## src/inc/gjd_pkg.sv

```systemverilog
// Behaviour
// RL1: pin_function_select picks first pin role: input, status, pll clock, fixed levels.
// RL2: general_output_invert flips only the driven level; detection uses raw pin level.
// RL3: routed pll clock is divided by pll_out_clock_divider plus one.
// RL4: after reset the first pin is an input, never driven.
// RL5: as input, first pin is chip select or detection per mode pin.
// RL6: three-wire mode forces first pin to chip select, whatever the function code.
// RL7: second and third pins are detection inputs only, never outputs.
// RL8: detection input is debounced on a slow tick of 2^21 master cycles.
// RL9: without slow_tick_enable no debounce and no output switching happens.
// RL10: debounced low selects enables_when_low, high selects enables_when_high.
// RL11: selected detection enable is ANDed with each output's normal enable.
// RL12: selected midrail_enable_override is ORed with the normal midrail enable.
// RL13: with detect_enable clear the jack enables read all ones.
// RL14: detect_pin_select 00 first, 01 second, 10 third pin; 11 reserved.
// RL15: software writes 1111 to both sets for outputs unaffected by jack.
// RL16: detection switching on the first pin works in two-wire mode.
// RL17: switch register bits 3:0 low set, 7:4 high set, output one lowest.
// RL18: debounced level changes after two equal samples on consecutive ticks.
// RL19: reserved detect_pin_select code makes the detection input constant zero.
package gjd_pkg;
    localparam logic [6:0] ADDR_PIN_CTRL = 7'h08;
    localparam logic [6:0] ADDR_DETECT_CFG = 7'h09;
    localparam logic [6:0] ADDR_OUT_SWITCH = 7'h0d;
    localparam logic [6:0] ADDR_STATUS = 7'h3f;
    localparam logic [8:0] RST_PIN_CTRL = 9'h000;
    localparam logic [8:0] RST_DETECT_CFG = 9'h000;
    localparam logic [8:0] RST_OUT_SWITCH = 9'h000;
    localparam int FUNC_LSB = 0;
    localparam int INV_BIT = 3;
    localparam int DIV_LSB = 4;
    localparam int SEL_LSB = 4;
    localparam int DETEN_BIT = 6;
    localparam int MID_LSB = 7;
    localparam int LOW_LSB = 0;
    localparam int HIGH_LSB = 4;
    localparam int NUM_OUTPUTS = 4;
    localparam int TICK_CYCLES_DEF = 2097152;
    typedef enum logic [2:0] {
        GJD_FN_INPUT = 3'b000,
        GJD_FN_RSVD = 3'b001,
        GJD_FN_TEMP_OK = 3'b010,
        GJD_FN_AUTO_MUTE = 3'b011,
        GJD_FN_PLL_CLK = 3'b100,
        GJD_FN_PLL_LOCK = 3'b101,
        GJD_FN_LOGIC0 = 3'b110,
        GJD_FN_LOGIC1 = 3'b111
    } gjd_func_t;
    typedef enum logic [1:0] {
        GJD_SEL_FIRST = 2'b00,
        GJD_SEL_SECOND = 2'b01,
        GJD_SEL_THIRD = 2'b10,
        GJD_SEL_RSVD = 2'b11
    } gjd_sel_t;
endpackage : gjd_pkg

```

## src/logic/gjd_debounce.sv

```systemverilog
`timescale 1ns/1ps
module gjd_debounce (
    input wire logic clk_sys,
    input wire logic sys_rst,
    input wire logic tick,
    input wire logic sample_in,
    output logic level
);
    logic sample_r;

    always_ff @(posedge clk_sys or posedge sys_rst) begin
        if (sys_rst) begin
            sample_r <= 1'b0;
        end else if (tick) begin
            sample_r <= sample_in;
        end
    end

    // a single odd sample between ticks never reaches the level
    always_ff @(posedge clk_sys or posedge sys_rst) begin
        if (sys_rst) begin
            level <= 1'b0;
        end else if (tick && (sample_in == sample_r)) begin // RL18 RL8
            level <= sample_in;
        end
    end

    a_stable_two: assert property ( // RL18
        @(posedge clk_sys) disable iff (sys_rst)
        (level != $past(level)) |-> ($past(tick) && $past(sample_in) == level
            && $past(sample_r) == level)
    ) else $error("debounced level changed without two equal samples");

    a_hold_no_tick: assert property ( // RL9
        @(posedge clk_sys) disable iff (sys_rst)
        !tick |=> $stable(level)
    ) else $error("debounced level moved without a tick");
endmodule : gjd_debounce

```

## src/logic/gjd_top.sv

```systemverilog
`timescale 1ns/1ps
module gjd_top #(
    parameter int TICK_CYCLES = gjd_pkg::TICK_CYCLES_DEF
) (
    input wire logic clk_sys,
    input wire logic sys_rst,
    input wire logic reg_wr_en,
    input wire logic [6:0] reg_addr,
    input wire logic [8:0] reg_wr_data,
    output logic [8:0] reg_rd_data,
    input wire logic mode_three_wire,
    input wire logic first_multi_pin_in,
    output logic first_multi_pin_out,
    output logic first_multi_pin_oe,
    input wire logic second_multi_pin_in,
    input wire logic third_multi_pin_in,
    output logic chip_select_input,
    input wire logic temp_ok,
    input wire logic auto_mute_active,
    input wire logic pll_clk,
    input wire logic pll_lock,
    input wire logic slow_tick_enable,
    input wire logic [3:0] normal_out_en,
    input wire logic normal_midrail_en,
    output logic [3:0] out_en,
    output logic midrail_en,
    output logic detect_level
);
    localparam int CNT_W = $clog2(TICK_CYCLES);
    localparam logic [CNT_W-1:0] TICK_LAST = CNT_W'(TICK_CYCLES - 1);

    logic [8:0] pin_ctrl_r;
    logic [8:0] detect_cfg_r;
    logic [8:0] out_switch_r;
    gjd_pkg::gjd_func_t func;
    gjd_pkg::gjd_sel_t sel;
    logic invert;
    logic [1:0] div_code;
    logic det_en;
    logic [1:0] mid_ovr;
    logic [3:0] en_low;
    logic [3:0] en_high;
    logic [3:0] jack_en;
    logic drive;
    logic gp_level;
    logic raw_detect;
    logic pll_q_r;
    logic pll_edge;
    logic [1:0] pll_cnt_r;
    logic pll_div_r;
    logic [CNT_W-1:0] tick_cnt_r;
    logic tick_r;
    logic [8:0] rd_nxt;

    // register file, written through the control interface word strobe
    always_ff @(posedge clk_sys or posedge sys_rst) begin
        if (sys_rst) begin
            pin_ctrl_r <= gjd_pkg::RST_PIN_CTRL; // RL4
        end else if (reg_wr_en && reg_addr == gjd_pkg::ADDR_PIN_CTRL) begin
            pin_ctrl_r <= reg_wr_data;
        end
    end

    always_ff @(posedge clk_sys or posedge sys_rst) begin
        if (sys_rst) begin
            detect_cfg_r <= gjd_pkg::RST_DETECT_CFG;
        end else if (reg_wr_en && reg_addr == gjd_pkg::ADDR_DETECT_CFG) begin
            detect_cfg_r <= reg_wr_data;
        end
    end

    always_ff @(posedge clk_sys or posedge sys_rst) begin
        if (sys_rst) begin
            out_switch_r <= gjd_pkg::RST_OUT_SWITCH;
        end else if (reg_wr_en && reg_addr == gjd_pkg::ADDR_OUT_SWITCH) begin
            out_switch_r <= reg_wr_data;
        end
    end

    always_comb begin
        unique case (reg_addr)
            gjd_pkg::ADDR_PIN_CTRL: rd_nxt = pin_ctrl_r;
            gjd_pkg::ADDR_DETECT_CFG: rd_nxt = detect_cfg_r;
            gjd_pkg::ADDR_OUT_SWITCH: rd_nxt = out_switch_r;
            gjd_pkg::ADDR_STATUS: rd_nxt = {6'h00, tick_r, first_multi_pin_oe, detect_level};
            default: rd_nxt = 9'h000;
        endcase
    end

    always_ff @(posedge clk_sys or posedge sys_rst) begin
        if (sys_rst) begin
            reg_rd_data <= 9'h000;
        end else begin
            reg_rd_data <= rd_nxt;
        end
    end

    // field views
    assign func = gjd_pkg::gjd_func_t'(pin_ctrl_r[gjd_pkg::FUNC_LSB +: 3]);
    assign invert = pin_ctrl_r[gjd_pkg::INV_BIT];
    assign div_code = pin_ctrl_r[gjd_pkg::DIV_LSB +: 2];
    assign sel = gjd_pkg::gjd_sel_t'(detect_cfg_r[gjd_pkg::SEL_LSB +: 2]);
    assign det_en = detect_cfg_r[gjd_pkg::DETEN_BIT];
    assign mid_ovr = detect_cfg_r[gjd_pkg::MID_LSB +: 2];
    assign en_low = out_switch_r[gjd_pkg::LOW_LSB +: 4]; // RL17
    assign en_high = out_switch_r[gjd_pkg::HIGH_LSB +: 4]; // RL17

    // pll clock divider: toggling every n input transitions keeps 50% duty for odd n too
    assign pll_edge = pll_clk ^ pll_q_r;

    always_ff @(posedge clk_sys or posedge sys_rst) begin
        if (sys_rst) begin
            pll_q_r <= 1'b0;
        end else begin
            pll_q_r <= pll_clk;
        end
    end

    always_ff @(posedge clk_sys or posedge sys_rst) begin
        if (sys_rst) begin
            pll_cnt_r <= 2'h0;
            pll_div_r <= 1'b0;
        end else if (pll_edge) begin
            if (pll_cnt_r == div_code) begin // RL3
                pll_cnt_r <= 2'h0;
                pll_div_r <= ~pll_div_r;
            end else begin
                pll_cnt_r <= pll_cnt_r + 2'h1;
            end
        end
    end

    // first pin output mux
    always_comb begin
        unique case (func) // RL1
            gjd_pkg::GJD_FN_INPUT: gp_level = 1'b0;
            gjd_pkg::GJD_FN_RSVD: gp_level = 1'b0;
            gjd_pkg::GJD_FN_TEMP_OK: gp_level = temp_ok;
            gjd_pkg::GJD_FN_AUTO_MUTE: gp_level = auto_mute_active;
            gjd_pkg::GJD_FN_PLL_CLK: gp_level = pll_div_r; // RL3
            gjd_pkg::GJD_FN_PLL_LOCK: gp_level = pll_lock;
            gjd_pkg::GJD_FN_LOGIC0: gp_level = 1'b0;
            gjd_pkg::GJD_FN_LOGIC1: gp_level = 1'b1;
        endcase
    end

    // reserved code stays undriven; three-wire mode owns the pin as chip select
    assign drive = !mode_three_wire && func != gjd_pkg::GJD_FN_INPUT
        && func != gjd_pkg::GJD_FN_RSVD; // RL6 RL1 RL4

    always_ff @(posedge clk_sys or posedge sys_rst) begin
        if (sys_rst) begin
            first_multi_pin_out <= 1'b0;
            first_multi_pin_oe <= 1'b0; // RL4
        end else begin
            first_multi_pin_out <= drive & (gp_level ^ invert); // RL2
            first_multi_pin_oe <= drive;
        end
    end

    // idle chip select reads high when the pin is not an input
    assign chip_select_input = (mode_three_wire || func == gjd_pkg::GJD_FN_INPUT)
        ? first_multi_pin_in : 1'b1; // RL5 RL6

    // slow tick, held off entirely while disabled so nothing debounces
    always_ff @(posedge clk_sys or posedge sys_rst) begin
        if (sys_rst) begin
            tick_cnt_r <= '0;
            tick_r <= 1'b0;
        end else if (!slow_tick_enable) begin // RL9
            tick_cnt_r <= '0;
            tick_r <= 1'b0;
        end else if (tick_cnt_r == TICK_LAST) begin // RL8
            tick_cnt_r <= '0;
            tick_r <= 1'b1;
        end else begin
            tick_cnt_r <= tick_cnt_r + CNT_W'(1);
            tick_r <= 1'b0;
        end
    end

    // raw pin level, never the inverted output level
    always_comb begin
        unique case (sel) // RL14
            gjd_pkg::GJD_SEL_FIRST: raw_detect = !mode_three_wire & first_multi_pin_in; // RL2 RL16
            gjd_pkg::GJD_SEL_SECOND: raw_detect = second_multi_pin_in; // RL7
            gjd_pkg::GJD_SEL_THIRD: raw_detect = third_multi_pin_in; // RL7
            gjd_pkg::GJD_SEL_RSVD: raw_detect = 1'b0; // RL19
        endcase
    end

    gjd_debounce i_gjd_debounce (
        .clk_sys(clk_sys),
        .sys_rst(sys_rst),
        .tick(tick_r),
        .sample_in(raw_detect),
        .level(detect_level)
    );

    // per-output gating; a frozen level keeps its enables while the tick is off
    for (genvar i = 0; i < gjd_pkg::NUM_OUTPUTS; i++) begin : g_out
        assign jack_en[i] = det_en ? (detect_level ? en_high[i] : en_low[i]) : 1'b1; // RL10 RL13

        always_ff @(posedge clk_sys or posedge sys_rst) begin
            if (sys_rst) begin
                out_en[i] <= 1'b0;
            end else begin
                out_en[i] <= normal_out_en[i] & jack_en[i]; // RL11
            end
        end
    end

    always_ff @(posedge clk_sys or posedge sys_rst) begin
        if (sys_rst) begin
            midrail_en <= 1'b0;
        end else begin
            midrail_en <= normal_midrail_en
                | (det_en & (detect_level ? mid_ovr[1] : mid_ovr[0])); // RL12
        end
    end

    a_reset_input: assert property ( // RL4
        @(posedge clk_sys) disable iff (sys_rst)
        (func == gjd_pkg::GJD_FN_INPUT) |=> !first_multi_pin_oe
    ) else $error("first pin driven while set as input");

    a_three_wire_cs: assert property ( // RL6
        @(posedge clk_sys) disable iff (sys_rst)
        mode_three_wire |-> (chip_select_input == first_multi_pin_in) ##1 !first_multi_pin_oe
    ) else $error("three-wire mode did not keep first pin as chip select");

    a_fixed_level: assert property ( // RL1
        @(posedge clk_sys) disable iff (sys_rst)
        (!mode_three_wire && func == gjd_pkg::GJD_FN_LOGIC1)
        |=> first_multi_pin_oe && (first_multi_pin_out == !$past(invert))
    ) else $error("fixed high function drove wrong level");

    a_invert_low: assert property ( // RL2
        @(posedge clk_sys) disable iff (sys_rst)
        (drive && func == gjd_pkg::GJD_FN_LOGIC0 && invert) |=> first_multi_pin_out
    ) else $error("inverted logic 0 not driven high");

    a_div_toggle: assert property ( // RL3
        @(posedge clk_sys) disable iff (sys_rst)
        (pll_edge && pll_cnt_r != div_code) |=> $stable(pll_div_r)
    ) else $error("pll divider toggled before its count");

    a_div_period: assert property ( // RL3
        @(posedge clk_sys) disable iff (sys_rst)
        (pll_edge && pll_cnt_r == div_code) |=> (pll_div_r != $past(pll_div_r))
    ) else $error("pll divider missed its toggle");

    a_tick_gate: assert property ( // RL9
        @(posedge clk_sys) disable iff (sys_rst)
        !slow_tick_enable |=> !tick_r && tick_cnt_r == '0
    ) else $error("slow tick ran while disabled");

    a_tick_period: assert property ( // RL8
        @(posedge clk_sys) disable iff (sys_rst)
        tick_r |-> ($past(tick_cnt_r) == TICK_LAST) ##1 !tick_r
    ) else $error("slow tick not at end of its period");

    a_detect_off: assert property ( // RL13
        @(posedge clk_sys) disable iff (sys_rst)
        !det_en |=> (out_en == $past(normal_out_en))
    ) else $error("outputs altered with detection disabled");

    a_and_gate: assert property ( // RL11
        @(posedge clk_sys) disable iff (sys_rst)
        (normal_out_en == 4'h0) |=> (out_en == 4'h0)
    ) else $error("output enabled without its normal enable");

    a_select_high: assert property ( // RL10
        @(posedge clk_sys) disable iff (sys_rst)
        (det_en && detect_level) |=> (out_en == ($past(normal_out_en) & $past(en_high)))
    ) else $error("high detection level used wrong enable set");

    a_midrail_or: assert property ( // RL12
        @(posedge clk_sys) disable iff (sys_rst)
        (normal_midrail_en || (det_en && !detect_level && mid_ovr[0])) |=> midrail_en
    ) else $error("midrail driver not forced on");

    // ticks are a period apart, so the check is on every cycle the reserved code is held
    a_reserved_sel: assert property ( // RL19
        @(posedge clk_sys) disable iff (sys_rst)
        (sel == gjd_pkg::GJD_SEL_RSVD) |=> !$rose(detect_level)
    ) else $error("reserved select raised the detection level");

    a_select_low: assert property ( // RL10
        @(posedge clk_sys) disable iff (sys_rst)
        (det_en && !detect_level) |=> (out_en == ($past(normal_out_en) & $past(en_low)))
    ) else $error("low detection level used wrong enable set");

    a_cs_follow: assert property ( // RL5
        @(posedge clk_sys) disable iff (sys_rst)
        (func == gjd_pkg::GJD_FN_INPUT) |-> (chip_select_input == first_multi_pin_in)
    ) else $error("input pin did not reach chip select");
endmodule : gjd_top

```

## config.mk

```make
export PLATFORM = sky130hd
export DESIGN_NAME = gjd_top
export DESIGN_NICKNAME = d
export VERILOG_FILES = /design/src/inc/gjd_pkg.sv /design/src/logic/gjd_debounce.sv /design/src/logic/gjd_top.sv
export SDC_FILE = /design/constraint.sdc
export NUM_CORES = 1
export LEC_CHECK = 0
export BUFFER_PORTS_ARGS = -buffer_cell sky130_fd_sc_hd__buf_2
export CORE_ASPECT_RATIO = 1.2
export CORE_MARGIN = 2
export CORE_UTILIZATION = 55
export DETAILED_ROUTE_END_ITERATION = 8
export GPL_TIMING_DRIVEN = 0
export MAX_ROUTING_LAYER = met4
export PLACE_DENSITY = 0.79
export SETUP_SLACK_MARGIN = 0.3
export SLEW_MARGIN = 20
export SYNTH_ARGS = -nofsm -noshare
export SYNTH_HDL_FRONTEND = slang
export SYNTH_SLANG_ARGS = --single-unit
```

## constraint.sdc

```tcl
create_clock -name clk_sys -period 3.91 [get_ports clk_sys]
set_clock_uncertainty 0.05 [all_clocks]
set_input_delay 0.1955 -clock clk_sys [delete_from_list [all_inputs] [get_ports clk_sys]]
set_output_delay 0.1955 -clock clk_sys [all_outputs]
set_load 0.05 [all_outputs]
```

==> metrics.cfg <==
[detailed_routing]
vias=2247
wire_per_inst_um=15.7
drtAntennaViolNets=0
drt-vias-per-instance=5.69
post_route_drc=0
drt_first_pass_iters=4
finalWirelength_um=6200
drt-initial-drc-count=192

[floorplanning]
i_o_pins=51
fp.coreArea_um2=5560
rows=30
initial_core_util_pct=56.3
dieHeight_um=86.6
die_w_um=72.8
design.die.area_um2=6310

[critical_path]
startpoint_type=register
arrival_ns=2.45
critPathKind=reg2reg
cp.required_ns=4.09
crit_path_max_fanout=10
critical_path.endpoint_type=register

[pwr]
vdd.ir_drop.worst_mv=0.208
pwr_density_cell_nw_per_um2=419
leakage_nw=1.86
power_mw=1.56

[synth]
syn_area_per_cell_um2=12.0
yosysMostFrequentCell=sky130_fd_sc_hd__dfrtp_1
yosys_register_bits=71
synth_nets=294
synth-main-ff-cell=sky130_fd_sc_hd__dfrtp_1
synth_seq_area_share_pct=56.8
post-synth-top-area-fraction_pct=56.8
number_of_enable_flip_flop_cells_after_synthesis=0
post_synth_instance_area_um2=3130
yosys.cell_types.count=42
synthesis.instances=260
synth_common_cells=sky130_fd_sc_hd__dfrtp_1, sky130_fd_sc_hd__mux2_2, sky130_fd_sc_hd__nor2_1
async_flop_share_pct=100
count_of_yosys_warnings_during_synthesis=0
synth_top_cells_by_area=sky130_fd_sc_hd__dfrtp_1, sky130_fd_sc_hd__mux2_2, sky130_fd_sc_hd__xnor2_1
dominant_cell_type_by_area_after_synthesis=sky130_fd_sc_hd__dfrtp_1

[clock_network]
tritoncts_num_sinks=71
cts_tree=done
clk_path_buf_depth=2
cts_made_buffers=9
resize_count_post_cts=0
clock_latency_ns=0.34
cts_root_buf=sky130_fd_sc_hd__clkbuf_8
cts_max_level=3
worst_setup_hold_path_clk_slew_ns=0.07

[place]
io_buffers=50
dp_hpwl_um=4440
place_congestion=0.848

[sta]
timing.final.crit_share_pct=58.2
fin_setup_tns_ns=0
max_slew.worst_pin.slew_ns=0.735
drv_slew=0
finalHoldWorstSlack_ns=0.0432
rsz_0062_raised_after_global_routing=no
slew_headroom_pct=50.7
final_period_minus_worst_setup_slack_ns=2.28
hold_violations=0
max_clock_freq_mhz=439
final-setup-viol-count=0

[finish]
register_area_um2=1780
diodes_inserted=0
final_net_count=360
drive_gt1_share_pct=31.4
multi_input_area_um2=1290
fill_cells=442
area_delta_synth_final_pct=18.6

[run]
drv_cap=0

[grt]
grt_pass1_vias=2338
grt_usage_pct=22.9
pin_count_of_the_biggest_net_entering_global_routing=38
grt_antenna_before_repair=0
grt_remaining_overflow=0
grt_first_pass_wirelength_um=10600

[min_path]
holdCritPathClass=in2reg

[status]
run_status=complete, no violations

==> kinds of logic (layout without fill, tap and decap cells) <==
logic type	count (synthesis)	count (layout)	synth area share (%)
flops	71	71	56.8
xor+xnor	20	20	5.60
compound gates	28	28	7.04
fa+ha+maj	1	1	0.400
buf+inv	16	87	2.04
mux	34	34	12.0
simple gates	90	90	16.1
==> layer usage <==
metal / global-route usage (%) / part of all wire [%] / vias up
li1: - / - / 1058
met1: 24.5 / 41 / 1122
met2: 38.5 / 52 / 56
met3: 6.05 / 4.8 / 11
met4: 12.0 / 1.7 / 0
met5: - / 0 / -
==> per-stage QoR <==
stage | instance area (um2) | setup slack [ns] | std cells | utilization (%)
finish | 3710 | 1.63 | 395 | 66.8
global route | 3710 | 1.43 | 395 | 66.8
CTS | 3710 | 1.61 | 395 | 66.8
detailed placement | 3480 | 1.62 | 375 | 62.6
global placement | 3460 | 1.11 | 374 | 62.2
floorplan | 3130 | 1.87 | 260 | -
==> state kept, by name (all words and copies together), names as in the netlist, 2 cells and up <==
name	cells
detect_cfg_r	9
pin_ctrl_r	9
tick_cnt_r	21
out_switch_r	9
out_en	4
pll_cnt_r	2
reg_rd_data	9
==> path summary, 6_finish.rpt <==
path,start,end,slack [ns],cells past startpoint
min reg2reg,pll_div_r,pll_div_r,0.45,1
min in group asynchronous,sys_rst,reg_rd_data[3],0.37,3
max reg2reg,tick_cnt_r[0],tick_cnt_r[10],1.63,6
max in group asynchronous,sys_rst,tick_cnt_r[20],2.90,4
min,normal_out_en[3],out_en[3],0.04,2
max,tick_cnt_r[0],tick_cnt_r[10],1.63,6
==> timing repair <==
action                                 in CTS  in global routing
hold buffers                                4                  0
endpoints found under the hold margin      39                  0
buffers inserted                            0                  0
==> layout make-up <==
class	instances	share of cell area, %
sequential	71	47.9
tap	64	2.16
inverter	14	1.48
buffer	2	0.304
timing repair buffer	55	8.36
multi-input combinational	173	34.7
clock inverter	4	1.21
clock buffer	12	3.91
==> cells in the final DEF, fill, tap and decap left out, types with 9 or more instances in the layout <==
cell type,count
sky130_fd_sc_hd__a222oi_1,9
sky130_fd_sc_hd__nand2_1,18
sky130_fd_sc_hd__mux2_2,28
sky130_fd_sc_hd__xnor2_1,14
sky130_fd_sc_hd__dfrtp_1,71
sky130_fd_sc_hd__nor2_1,24
sky130_fd_sc_hd__nand3_1,9
sky130_fd_sc_hd__clkbuf_8,10
sky130_fd_sc_hd__buf_2,50
sky130_fd_sc_hd__inv_1,13
==> worst max-delay path, stage by stage (launching register included) <==
cell	delay, ns
sky130_fd_sc_hd__dfrtp_1	0.41
sky130_fd_sc_hd__ha_1	0.22
sky130_fd_sc_hd__nand4_1	0.28
sky130_fd_sc_hd__nor4_2	0.50
sky130_fd_sc_hd__a41o_1	0.40
sky130_fd_sc_hd__buf_4	0.23
sky130_fd_sc_hd__nor2_1	0.06
==> report_power, final <==
group	total, mW	internal [mW]	switching (mW)
Combinational	0.166	0.0760	0.0904
Clock	0.568	0.309	0.258
Sequential	0.821	0.782	0.0394
No activity file was read; power rests on OpenSTA's default activity.
